--- src/halting_debug_pkg.sv ---
package halting_debug_pkg;
  // ==========================================================
  // Register map
  localparam logic [31:0] EVT_STATUS_ADDR = 32'hE000ED30;
  localparam logic [31:0] HALT_CTL_ADDR = 32'hE000EDF0;
  localparam logic [31:0] EVT_STATUS_ALIAS_ADDR = 32'hE002ED30;
  localparam logic [31:0] HALT_CTL_ALIAS_ADDR = 32'hE002EDF0;
  localparam logic [15:0] WRITE_KEY = 16'hA05F;
  localparam logic [1:0] SIZE_WORD = 2'h2;
  // ==========================================================
  // Event status fields
  localparam int EVT_W = 5;
  localparam int EVT_EXTERNAL = 4;
  localparam int EVT_VECTOR = 3;
  localparam int EVT_WATCH = 2;
  localparam int EVT_BREAK = 1;
  localparam int EVT_HALTSTEP = 0;
  // ==========================================================
  // Halt control and status fields
  localparam int KEY_LSB = 16;
  localparam int KEY_MSB = 31;
  localparam int RESTART_ST_BIT = 26;
  localparam int RESET_ST_BIT = 25;
  localparam int RETIRE_ST_BIT = 24;
  localparam int SDE_BIT = 20;
  localparam int LOCKUP_BIT = 19;
  localparam int SLEEP_BIT = 18;
  localparam int HALTED_BIT = 17;
  localparam int XFER_DONE_BIT = 16;
  localparam int SNAP_BIT = 5;
  localparam int MASK_BIT = 3;
  localparam int STEP_BIT = 2;
  localparam int HALT_BIT = 1;
  localparam int DBGEN_BIT = 0;
  // ==========================================================
  // Build options
  localparam logic HALT_DEBUG_PRESENT = 1'b1;
  localparam logic WATCH_UNIT_PRESENT = 1'b1;
endpackage : halting_debug_pkg

--- src/pin_sync.sv ---
`timescale 1ns/1ps
module pin_sync (
  input wire logic sys_clk,
  input wire logic resetn,
  input wire logic pin,
  output logic level
);
  typedef struct packed {
    logic s1;
    logic s2;
    logic s3;
    logic q;
  } sync_t;

  sync_t state_ff;
  sync_t nxt_state;

  // A change is taken only once the second and third stages agree.
  always_comb begin
    nxt_state = state_ff;
    nxt_state.s1 = pin;
    nxt_state.s2 = state_ff.s1;
    nxt_state.s3 = state_ff.s2;
    if (state_ff.s2 == state_ff.s3) begin
      nxt_state.q = state_ff.s3;
    end
  end

  always_ff @(posedge sys_clk or negedge resetn) begin
    if (!resetn) begin
      state_ff <= '0;
    end else begin
      state_ff <= nxt_state;
    end
  end

  assign level = state_ff.q;
endmodule : pin_sync

--- src/halting_debug_ctl.sv ---
`timescale 1ns/1ps
// How it works
// - Event status holds 5 flags in bits 4 to 0; writing one clears a flag, zero keeps it.
// - Only privileged accesses reach the registers; others give a bus fault.
// - External request event sets bit 4, sticky, cleared by cold reset.
// - Vector trap event sets bit 3, sticky; zero without halting debug.
// - Watchpoint event sets bit 2, sticky; zero without the watch unit.
// - Breakpoint event sets bit 1, sticky, cleared by cold reset.
// - Halt or step event sets bit 0, sticky, cleared by cold reset.
// - Control writes land only with the key in the upper half.
// - Clearing the halt request sets restart sticky bit 26; reads clear it.
// - Simultaneous clear and set of halt: leave, re-enter, set restart sticky.
// - Reset sticky bit 25 is one after any reset; reads clear it.
// - Retire sticky bit 24 sets on retirement; reads clear it.
// - Secure-debug bit follows permission outside debug, frozen inside.
// - Lockup bit reads one only to the debugger; clears on debug entry.
// - Bit 18 shows sleep, bit 17 shows Debug state.
// - Transfer-done bit 16 is zero while a core register transfer runs.
// - Imprecise entry works only with enable and halt; blocked without secure debug.
// - Interrupt mask hides low-priority interrupts, not secure ones without secure debug.
// - Step acts as zero when disabled or secure-prohibited in Secure state.
// - Halt request halts; clearing it leaves; events in bits 4 to 1 set it while debug is enabled; warm reset clears.
// - Debug enable is debugger-only, cold-reset zero, gates mask, step, halt.
module halting_debug_ctl
  import halting_debug_pkg::*;
(
  input wire logic sys_clk,
  input wire logic resetn,
  input wire logic warm_reset,
  input wire logic req_valid,
  input wire logic req_write,
  input wire logic [31:0] req_addr,
  input wire logic [31:0] req_wdata,
  input wire logic [1:0] req_size,
  input wire logic req_priv,
  input wire logic req_secure,
  input wire logic req_from_debugger,
  output logic rsp_valid,
  output logic rsp_fault,
  output logic [31:0] rsp_rdata,
  input wire logic external_request_pin,
  input wire logic external_restart_pin,
  input wire logic vector_trap_event,
  input wire logic watchpoint_event,
  input wire logic breakpoint_event,
  input wire logic halt_step_event,
  input wire logic halt_allowed,
  input wire logic secure_halt_allowed,
  input wire logic core_secure_state,
  input wire logic core_sleeping,
  input wire logic core_locked_up,
  input wire logic instr_retired,
  input wire logic xfer_start,
  input wire logic xfer_complete,
  output logic core_halted,
  output logic halt_request,
  output logic step_enable,
  output logic mask_ints,
  output logic mask_secure_ints,
  output logic imprecise_entry,
  output logic reentry_pulse
);
  // ==========================================================
  // State
  typedef struct packed {
    logic [EVT_W-1:0] evt;
    logic halt;
    logic step;
    logic mask;
    logic snap;
    logic dbgen;
    logic restart_st;
    logic reset_st;
    logic retire_st;
    logic sde;
    logic in_dbg;
    logic xfer_done;
    logic o_halt;
    logic o_step;
    logic o_mask;
    logic o_mask_s;
    logic o_snap;
    logic reentry;
    logic rsp_valid;
    logic rsp_fault;
    logic [31:0] rsp_rdata;
  } ctl_t;

  ctl_t state_ff;
  ctl_t nxt_state;
  logic ext_req;
  logic ext_restart;

  function automatic logic hit(input logic [31:0] a, input logic [31:0] base);
    hit = (a == base);
  endfunction : hit

  function automatic logic halt_gate(input logic en, input logic sde, input logic sec);
    halt_gate = en & ~(~sde & sec);
  endfunction : halt_gate

  pin_sync u_req_sync (
    .sys_clk(sys_clk),
    .resetn(resetn),
    .pin(external_request_pin),
    .level(ext_req)
  );

  pin_sync u_restart_sync (
    .sys_clk(sys_clk),
    .resetn(resetn),
    .pin(external_restart_pin),
    .level(ext_restart)
  );

  // ==========================================================
  // Next state
  logic acc_ok;
  logic alias_ok;
  logic sel_evt;
  logic sel_hcs;
  logic wr_word;
  logic key_ok;
  logic nxt_en;
  logic halt_clr;
  logic halt_set;
  logic [EVT_W-1:0] ev;
  logic [EVT_W-1:0] clr;
  logic [31:0] hcs_rd;

  always_comb begin
    nxt_state = state_ff;
    nxt_state.rsp_valid = req_valid;
    nxt_state.rsp_fault = 1'b0;
    nxt_state.rsp_rdata = '0;
    nxt_state.reentry = 1'b0;
    acc_ok = req_valid & req_priv;
    // Aliases exist only for Secure software; others see zeros.
    alias_ok = ~req_from_debugger & req_secure;
    sel_evt = acc_ok & (hit(req_addr, EVT_STATUS_ADDR) |
      (hit(req_addr, EVT_STATUS_ALIAS_ADDR) & alias_ok));
    sel_hcs = acc_ok & (hit(req_addr, HALT_CTL_ADDR) |
      (hit(req_addr, HALT_CTL_ALIAS_ADDR) & alias_ok));
    wr_word = req_write & (req_size == SIZE_WORD);
    key_ok = sel_hcs & wr_word & (req_wdata[KEY_MSB:KEY_LSB] == WRITE_KEY);

    ev = '0;
    ev[EVT_EXTERNAL] = ext_req;
    ev[EVT_VECTOR] = vector_trap_event & HALT_DEBUG_PRESENT;
    ev[EVT_WATCH] = watchpoint_event & WATCH_UNIT_PRESENT;
    ev[EVT_BREAK] = breakpoint_event;
    ev[EVT_HALTSTEP] = halt_step_event;
    // write one to clear, set wins
    clr = (sel_evt & wr_word) ? req_wdata[EVT_W-1:0] : '0;
    nxt_state.evt = (state_ff.evt & ~clr) | ev;

    // read clears the sticky bits before new sets
    if (sel_hcs & ~req_write) begin
      nxt_state.restart_st = 1'b0;
      nxt_state.reset_st = 1'b0;
      nxt_state.retire_st = 1'b0;
    end

    halt_clr = 1'b0;
    if (key_ok) begin
      if (req_from_debugger) begin
        nxt_state.dbgen = req_wdata[DBGEN_BIT];
      end
      nxt_state.halt = req_wdata[HALT_BIT];
      nxt_state.step = req_wdata[STEP_BIT];
      nxt_state.mask = req_wdata[MASK_BIT];
      // ignored while secure debug is prohibited
      if (state_ff.sde) begin
        nxt_state.snap = req_wdata[SNAP_BIT];
      end
      halt_clr = state_ff.halt & ~req_wdata[HALT_BIT];
    end
    // external restart clears the halt request
    if (ext_restart & state_ff.halt) begin
      nxt_state.halt = 1'b0;
      halt_clr = 1'b1;
    end
    halt_set = state_ff.dbgen & (|ev[EVT_W-1:EVT_BREAK]);
    if (halt_set) begin
      nxt_state.halt = 1'b1;
    end
    if (halt_clr) begin
      nxt_state.restart_st = 1'b1;
    end
    nxt_state.reentry = halt_clr & halt_set & state_ff.in_dbg;
    if (instr_retired) begin
      nxt_state.retire_st = 1'b1;
    end
    if (xfer_start) begin
      nxt_state.xfer_done = 1'b0;
    end else if (xfer_complete) begin
      nxt_state.xfer_done = 1'b1;
    end
    // warm reset drops the halt request
    if (warm_reset) begin
      nxt_state.halt = 1'b0;
      nxt_state.reset_st = 1'b1;
    end

    // Debug state tracks the effective halt request
    nxt_en = nxt_state.dbgen & halt_allowed;
    nxt_state.in_dbg = nxt_state.halt &
      halt_gate(nxt_en, state_ff.sde, core_secure_state);
    // follow outside, capture on entry, hold inside
    if (!state_ff.in_dbg) begin
      nxt_state.sde = nxt_state.in_dbg ? (secure_halt_allowed | core_secure_state)
                                       : secure_halt_allowed;
    end

    // controls act as zero while disabled
    nxt_state.o_halt = nxt_state.halt & nxt_en;
    nxt_state.o_step = nxt_state.step &
      halt_gate(nxt_en, nxt_state.sde, core_secure_state);
    // mask, secure targets spared without secure debug
    nxt_state.o_mask = nxt_state.mask & nxt_en;
    nxt_state.o_mask_s = nxt_state.mask & nxt_en & nxt_state.sde;
    // imprecise entry only alongside enable and halt
    nxt_state.o_snap = nxt_state.snap & nxt_en & nxt_state.halt;

    hcs_rd = '0;
    hcs_rd[RESTART_ST_BIT] = state_ff.restart_st;
    hcs_rd[RESET_ST_BIT] = state_ff.reset_st;
    hcs_rd[RETIRE_ST_BIT] = state_ff.retire_st;
    hcs_rd[SDE_BIT] = state_ff.sde;
    // lockup seen by the debugger only
    hcs_rd[LOCKUP_BIT] = req_from_debugger & core_locked_up & ~state_ff.in_dbg;
    hcs_rd[SLEEP_BIT] = core_sleeping;
    hcs_rd[HALTED_BIT] = state_ff.in_dbg;
    hcs_rd[XFER_DONE_BIT] = state_ff.xfer_done;
    hcs_rd[SNAP_BIT] = state_ff.snap;
    hcs_rd[MASK_BIT] = state_ff.mask;
    hcs_rd[STEP_BIT] = state_ff.step;
    hcs_rd[HALT_BIT] = state_ff.halt;
    hcs_rd[DBGEN_BIT] = state_ff.dbgen;

    // unprivileged access faults and reads zero
    if (req_valid & ~req_priv) begin
      nxt_state.rsp_fault = 1'b1;
    end else if (sel_evt & ~req_write) begin
      nxt_state.rsp_rdata = {{(32 - EVT_W){1'b0}}, state_ff.evt};
    end else if (sel_hcs & ~req_write) begin
      nxt_state.rsp_rdata = hcs_rd;
    end
  end

  // A cold reset clears everything except reset sticky and transfer done, which start at one.
  always_ff @(posedge sys_clk or negedge resetn) begin
    if (!resetn) begin
      state_ff <= '0;
      state_ff.reset_st <= 1'b1;
      state_ff.xfer_done <= 1'b1;
    end else begin
      state_ff <= nxt_state;
    end
  end

  assign rsp_valid = state_ff.rsp_valid;
  assign rsp_fault = state_ff.rsp_fault;
  assign rsp_rdata = state_ff.rsp_rdata;
  assign core_halted = state_ff.in_dbg;
  assign halt_request = state_ff.o_halt;
  assign step_enable = state_ff.o_step;
  assign mask_ints = state_ff.o_mask;
  assign mask_secure_ints = state_ff.o_mask_s;
  assign imprecise_entry = state_ff.o_snap;
  assign reentry_pulse = state_ff.reentry;
endmodule : halting_debug_ctl

--- config.mk ---
export PLATFORM = sky130hd
export DESIGN_NAME = halting_debug_ctl
export DESIGN_NICKNAME = d
export VERILOG_FILES = /design/src/halting_debug_pkg.sv /design/src/pin_sync.sv /design/src/halting_debug_ctl.sv
export SDC_FILE = /design/constraint.sdc
export NUM_CORES = 1
export LEC_CHECK = 0
export ABC_AREA = 0
export BUFFER_PORTS_ARGS = -buffer_cell sky130_fd_sc_hd__buf_2
export CAP_MARGIN = 20
export CORE_AREA = 3 3 93 60
export DETAILED_ROUTE_END_ITERATION = 16
export DIE_AREA = 0 0 96 63
export PLACE_DENSITY_LB_ADDON = 0.08
export SLEW_MARGIN = 20
export SYNTH_ARGS = -nofsm -noshare
export SYNTH_HDL_FRONTEND = slang
export SYNTH_SLANG_ARGS = --single-unit
--- constraint.sdc ---
create_clock -name sys_clk -period 3.7 [get_ports sys_clk]
set_input_delay 0.74 -clock sys_clk [delete_from_list [all_inputs] [get_ports sys_clk]]
set_output_delay 0.74 -clock sys_clk [all_outputs]
set_load 0.03 [all_outputs]
# After elaboration in Yosys (flattened, before gate mapping)
# Index checks and enable logic that the tools add are counted.
[totals]
in_bits = 88
n_memories = 0
mem_bits_ro = 0
mem_bits_rw = 0
out_inout_bits = 41
reg_bits = 64
latchBits = 0
[op_classes]
n_eq_ne = 8
n_addsub = 0
n_shift = 0
reduce_logical = 5
div_mod_pow = 0
order_cmp = 0
multipliers = 0
bitwise_logic = 47
mux = 21
[op_table]
columns = ["operator", "count"]
rows = [
  ["equality test 32 bit, second input constant", 4],
  ["2-to-1 mux 27 bit", 3],
  ["AND 1 bit", 32],
  ["equality test 16 bit, second input constant", 1],
  ["2-to-1 mux 1 bit", 15],
  ["2-to-1 mux 5 bit", 2],
  ["NOT 1 bit", 9],
  ["nonzero test 2 bit", 4],
  ["AND 5 bit", 1],
  ["NOT 5 bit", 1],
  ["OR 5 bit", 1],
  ["OR reduction 4 bit", 1],
  ["2-to-1 mux 3 bit", 1],
  ["OR 1 bit", 3],
  ["equality test 1 bit", 2],
  ["equality test 2 bit, second input constant", 1],
]

# Depth between registers and ports, before layout
[depth]
ltp_word = 19
ltp_mapped = 7
ltp_nobuf = 7

# Modules after synthesis
# Synthesis repeated with hierarchy kept, for this count alone.
[hier_totals]
hier_cells = 182
hier_area_um2 = 2092.0
[by_module_without_submodules]
columns = ["module", "cells_each", "area_per_inst_um2", "seq_area_each_um2", "instances"]
rows = [
  ["halting_debug_ctl", 172, 1869.3, 953.4, 1],
  ["pin_sync", 5, 111.4, 100.1, 2],
]

# Least setup slack after synthesis
# OpenSTA, ideal clock, no wires.
[synth_timing]
path_type = "in2reg"
start = "input req_wdata[24]"
end = "register state_ff, in the netlist imprecise_entry"
cell_stages = 6
arrival_time_ns = 2.476
n_path_buf = 0
setup_slack_ns = 1.105
setup_time_ns = 0.119
cell_sequence = "or4b_2 -> nor4_1 -> nand2_1 -> nor2_1 -> mux2_2 -> nor2b_1"
[synth_rtl]
columns = ["item", "line_no", "rtl"]
rows = [
  ["from (decl)", "halting_debug_ctl.sv:33", "input wire logic [31:0] req_wdata,"],
  ["to (signal assigned)", "halting_debug_ctl.sv:258", "state_ff <= nxt_state;"],
  ["to (decl)", "halting_debug_ctl.sv:89", "ctl_t state_ff;"],
]

==> impl_metrics.csv <==
group,metric,value,unit
place,hpwl,3680,µm
synthesis,ys_async_sr_fraction,100,%
timing,rsz0062_at_grt,"no",
routing,via_per_inst,4.55,
layout,area_growth,24.6,%
setup_path,critPathRequiredTime,3880,ps
clock_network,cts_root_buffer,"clkbuf_8",
power,power_frac_seq,52.0,%
layout,nets,370,
synthesis,post_synth.cell_area_avg,11.3,µm²
die,die_w,96,µm
die,rows,20,
clock_network,cts.clk_slew.worst_paths,80,ps
power,share_comb_of_total_power,10.0,%
min_path,hold_depth,0,
timing,max_freq,394,MHz
min_path,whs_endpoint,"u_req_sync.nxt_state[1]",
clock_network,postCtsHoldBufs,0,
die,die_area,6050,µm²
die,ioPinCount,129,
setup_path,crit_family,"simple AND/OR/NAND/NOR gates",
global_routing,antenna_found_initial,0,
status,status,"complete, no violations",
routing,wl_per_cell,12.9,µm
synthesis,syn_inst,190,
synthesis,yosysSeqAreaShare,53.5,%
power,p_sw,221,µW
setup_path,worstReg2RegEnd,"step_enable",
setup_path,path_cells,"buf_2, or4b_2, nor4_1, nand2_1, nor2_1, mux2_2, nor2b_1",
min_path,min-delay-path-class,"reg -> reg",
clock_network,ctsResizeCount,0,
routing,num_vias,1587,
setup_path,r2r_slack,2100,ps
routing,initialDrtViolationCount,86,
clock_network,cts_tree,"yes",
die,core_area,4880,µm²
layout,drive_gt1_share,43.1,%
timing,period_share,68.6,%
timing,hold_viol_final,0,
die,initial_core_util,44.2,%
layout,layout_commonest_cell,"buf_2",
setup_path,path_buf_inv,1,
die,die_h,63,µm
global_routing,grt_overflow,0,
place,gp_congestion,0.798,
clock_network,clock_latency,290,ps
place,pre_cts_ws,814,ps
layout,final_core_util,55.0,%
synthesis,yosys_warnings,0,
layout,diodes,0,
power,switching_share,22.3,%
setup_path,max_stage_delay,650,ps
setup_path,rr_worst_depth,4,
power,powerDensity,369,nW/µm²
place,dp_cells,341,
routing,ant_nets,0,
clock_network,clockBufferDepth,2,
synthesis,ys.flop_type,"dfrtp_1",
timing,tightestPinTransition,686,ps
timing,setup_violations,0,
setup_path,crit_type,"in -> reg",
layout,multi_input_area,803,µm²
global_routing,grt_pass1_wl,7450,µm
setup_path,critPathLaunchType,"input port",
setup_path,path_max_fanout,5,
synthesis,synth_area,2160,µm²
clock_network,cts_setup_buffers,0,
setup_path,path_depth,7,
timing,relSlewSlack,53.7,%
layout,register_area,1150,µm²
timing,setup_tns,0,ps
routing,drc,0,
timing,final.setup_skew,5.07,ps
global_routing,track_usage,16.1,%
timing,period_needed,2540,ps
timing,finalWorstSetupSlack,1160,ps
power,p_int,770,µW
layout,layout_common_cells,"buf_2, dfrtp_1, conb_1",
setup_path,arrival,2720,ps
global_routing,grt_max_degree,47,
power,ir_worst_vdd,0.000308,V
place,numPortBuffers,100,
synthesis,ys_ff_latch,46,
timing,drv_slew,0,
setup_path,rr_startpoint,"u_req_sync.level",
layout,stdcell_count,349,
clock_network,cts.htree.levels,2,
routing,finalWirelength,4510,µm
min_path,holdCritStartpoint,"u_req_sync.nxt_state[2]",
setup_path,slowest_stage,"or4b_2",
clock_network,clock-sinks,46,
synthesis,synth_cell_types,45,
layout,fillCellCount,461,
run,max-cap-violations,0,
synthesis,synth-edff-count,0,
power,clock_power_share,38.0,%
clock_network,numCtsBuffers,5,
setup_path,end_kind,"register",
routing,first_pass_iters,4,
global_routing,first_global_vias,1567,
power,leakage,0.00137,µW
-- cells in the mapped netlist, types with 2 or more instances --
master,number,area share [%]
dfrtp_1,44,51
buf_4,32,11
nand2_1,15,2.6
nor2_1,13,2.3
a21o_1,8,2.8
and2_1,8,2.3
inv_1,5,0.87
mux2_2,5,2.6
nand4_1,5,1.5
nor4_1,5,1.5
a22o_1,4,1.6
nor2b_1,4,1.2
nor4bb_1,3,1.4
o211ai_1,3,1.0
and4b_1,2,0.93
dfstp_2,2,2.4
maj3_1,2,0.93
nor3_1,2,0.46
o21ai_1,2,0.46
-- routing by layer --
layer	GRT usage [%]	part of all wire, %
met2	24.4	45
met3	4.69	6.3
met4	4.79	0.84
met5	0	0
met1	22.2	48
-- per-stage QoR --
| stage | power (µW) | cell area [µm²] | hold slack (ps) |
|---|---|---|---|
| after CTS | 1000 | 2680 | 355 |
| after floorplan | 580 | 2220 | 331 |
| after global routing | 1040 | 2690 | 363 |
| final | 991 | 2690 | 352 |
| after detailed placement | 625 | 2570 | 336 |
| after global placement | 624 | 2570 | 333 |
-- sequential cells by signal, indices dropped and copies added, names as in the netlist, 2 cells and up --
signal,count
hcs_rd,10
u_req_sync.nxt_state,2
rsp_rdata,14
u_restart_sync.nxt_state,2
state_ff,5
-- logic make-up (layout without fill, tap and decap cells) --
| group | after synthesis | after routing | synth area share (%) |
|---|---|---|---|
| and+or+nand+nor | 71 | 71 | 20.1 |
| DFF | 46 | 46 | 53.5 |
| buffers and inverters | 38 | 114 | 12.2 |
| AOI/OAI and AO/OA | 26 | 26 | 10.0 |
| muxes | 6 | 6 | 3.08 |
| adders and majority gates | 2 | 2 | 0.929 |
| other | 1 | 18 | 0.174 |
-- worst max-delay path by stage --
stage | endpoint | slack, ps | start
global placement | step_enable | 830 | req_valid
CTS | imprecise_entry | 1130 | req_wdata[24]
finish | imprecise_entry | 1160 | req_wdata[24]
detailed placement | imprecise_entry | 810 | req_wdata[24]
global route | imprecise_entry | 990 | req_wdata[24]
floorplan | imprecise_entry | 1110 | req_wdata[24]
-- power by group through the flow --
| stage | Clock (µW) | Sequential (µW) | Combinational (µW) |
|---|---|---|---|
| floorplan | 0 | 526 | 53.5 |
| global placement | 0 | 525 | 98.6 |
| CTS | 390 | 516 | 99.2 |
| detailed placement | 0 | 526 | 98.9 |
| global route | 411 | 517 | 111 |
| finish | 377 | 515 | 98.9 |
-- layout make-up --
type                    count  share of cell area (%)
inverters                   5                   0.699
clock buffers               7                    3.22
well taps                  66                    3.08
clock inverters             1                    1.12
repair buffers            101                    19.0
flip-flops and latches     46                    43.0
multi-input cells         123                    29.9
No activity file was read; power rests on OpenSTA's default activity.
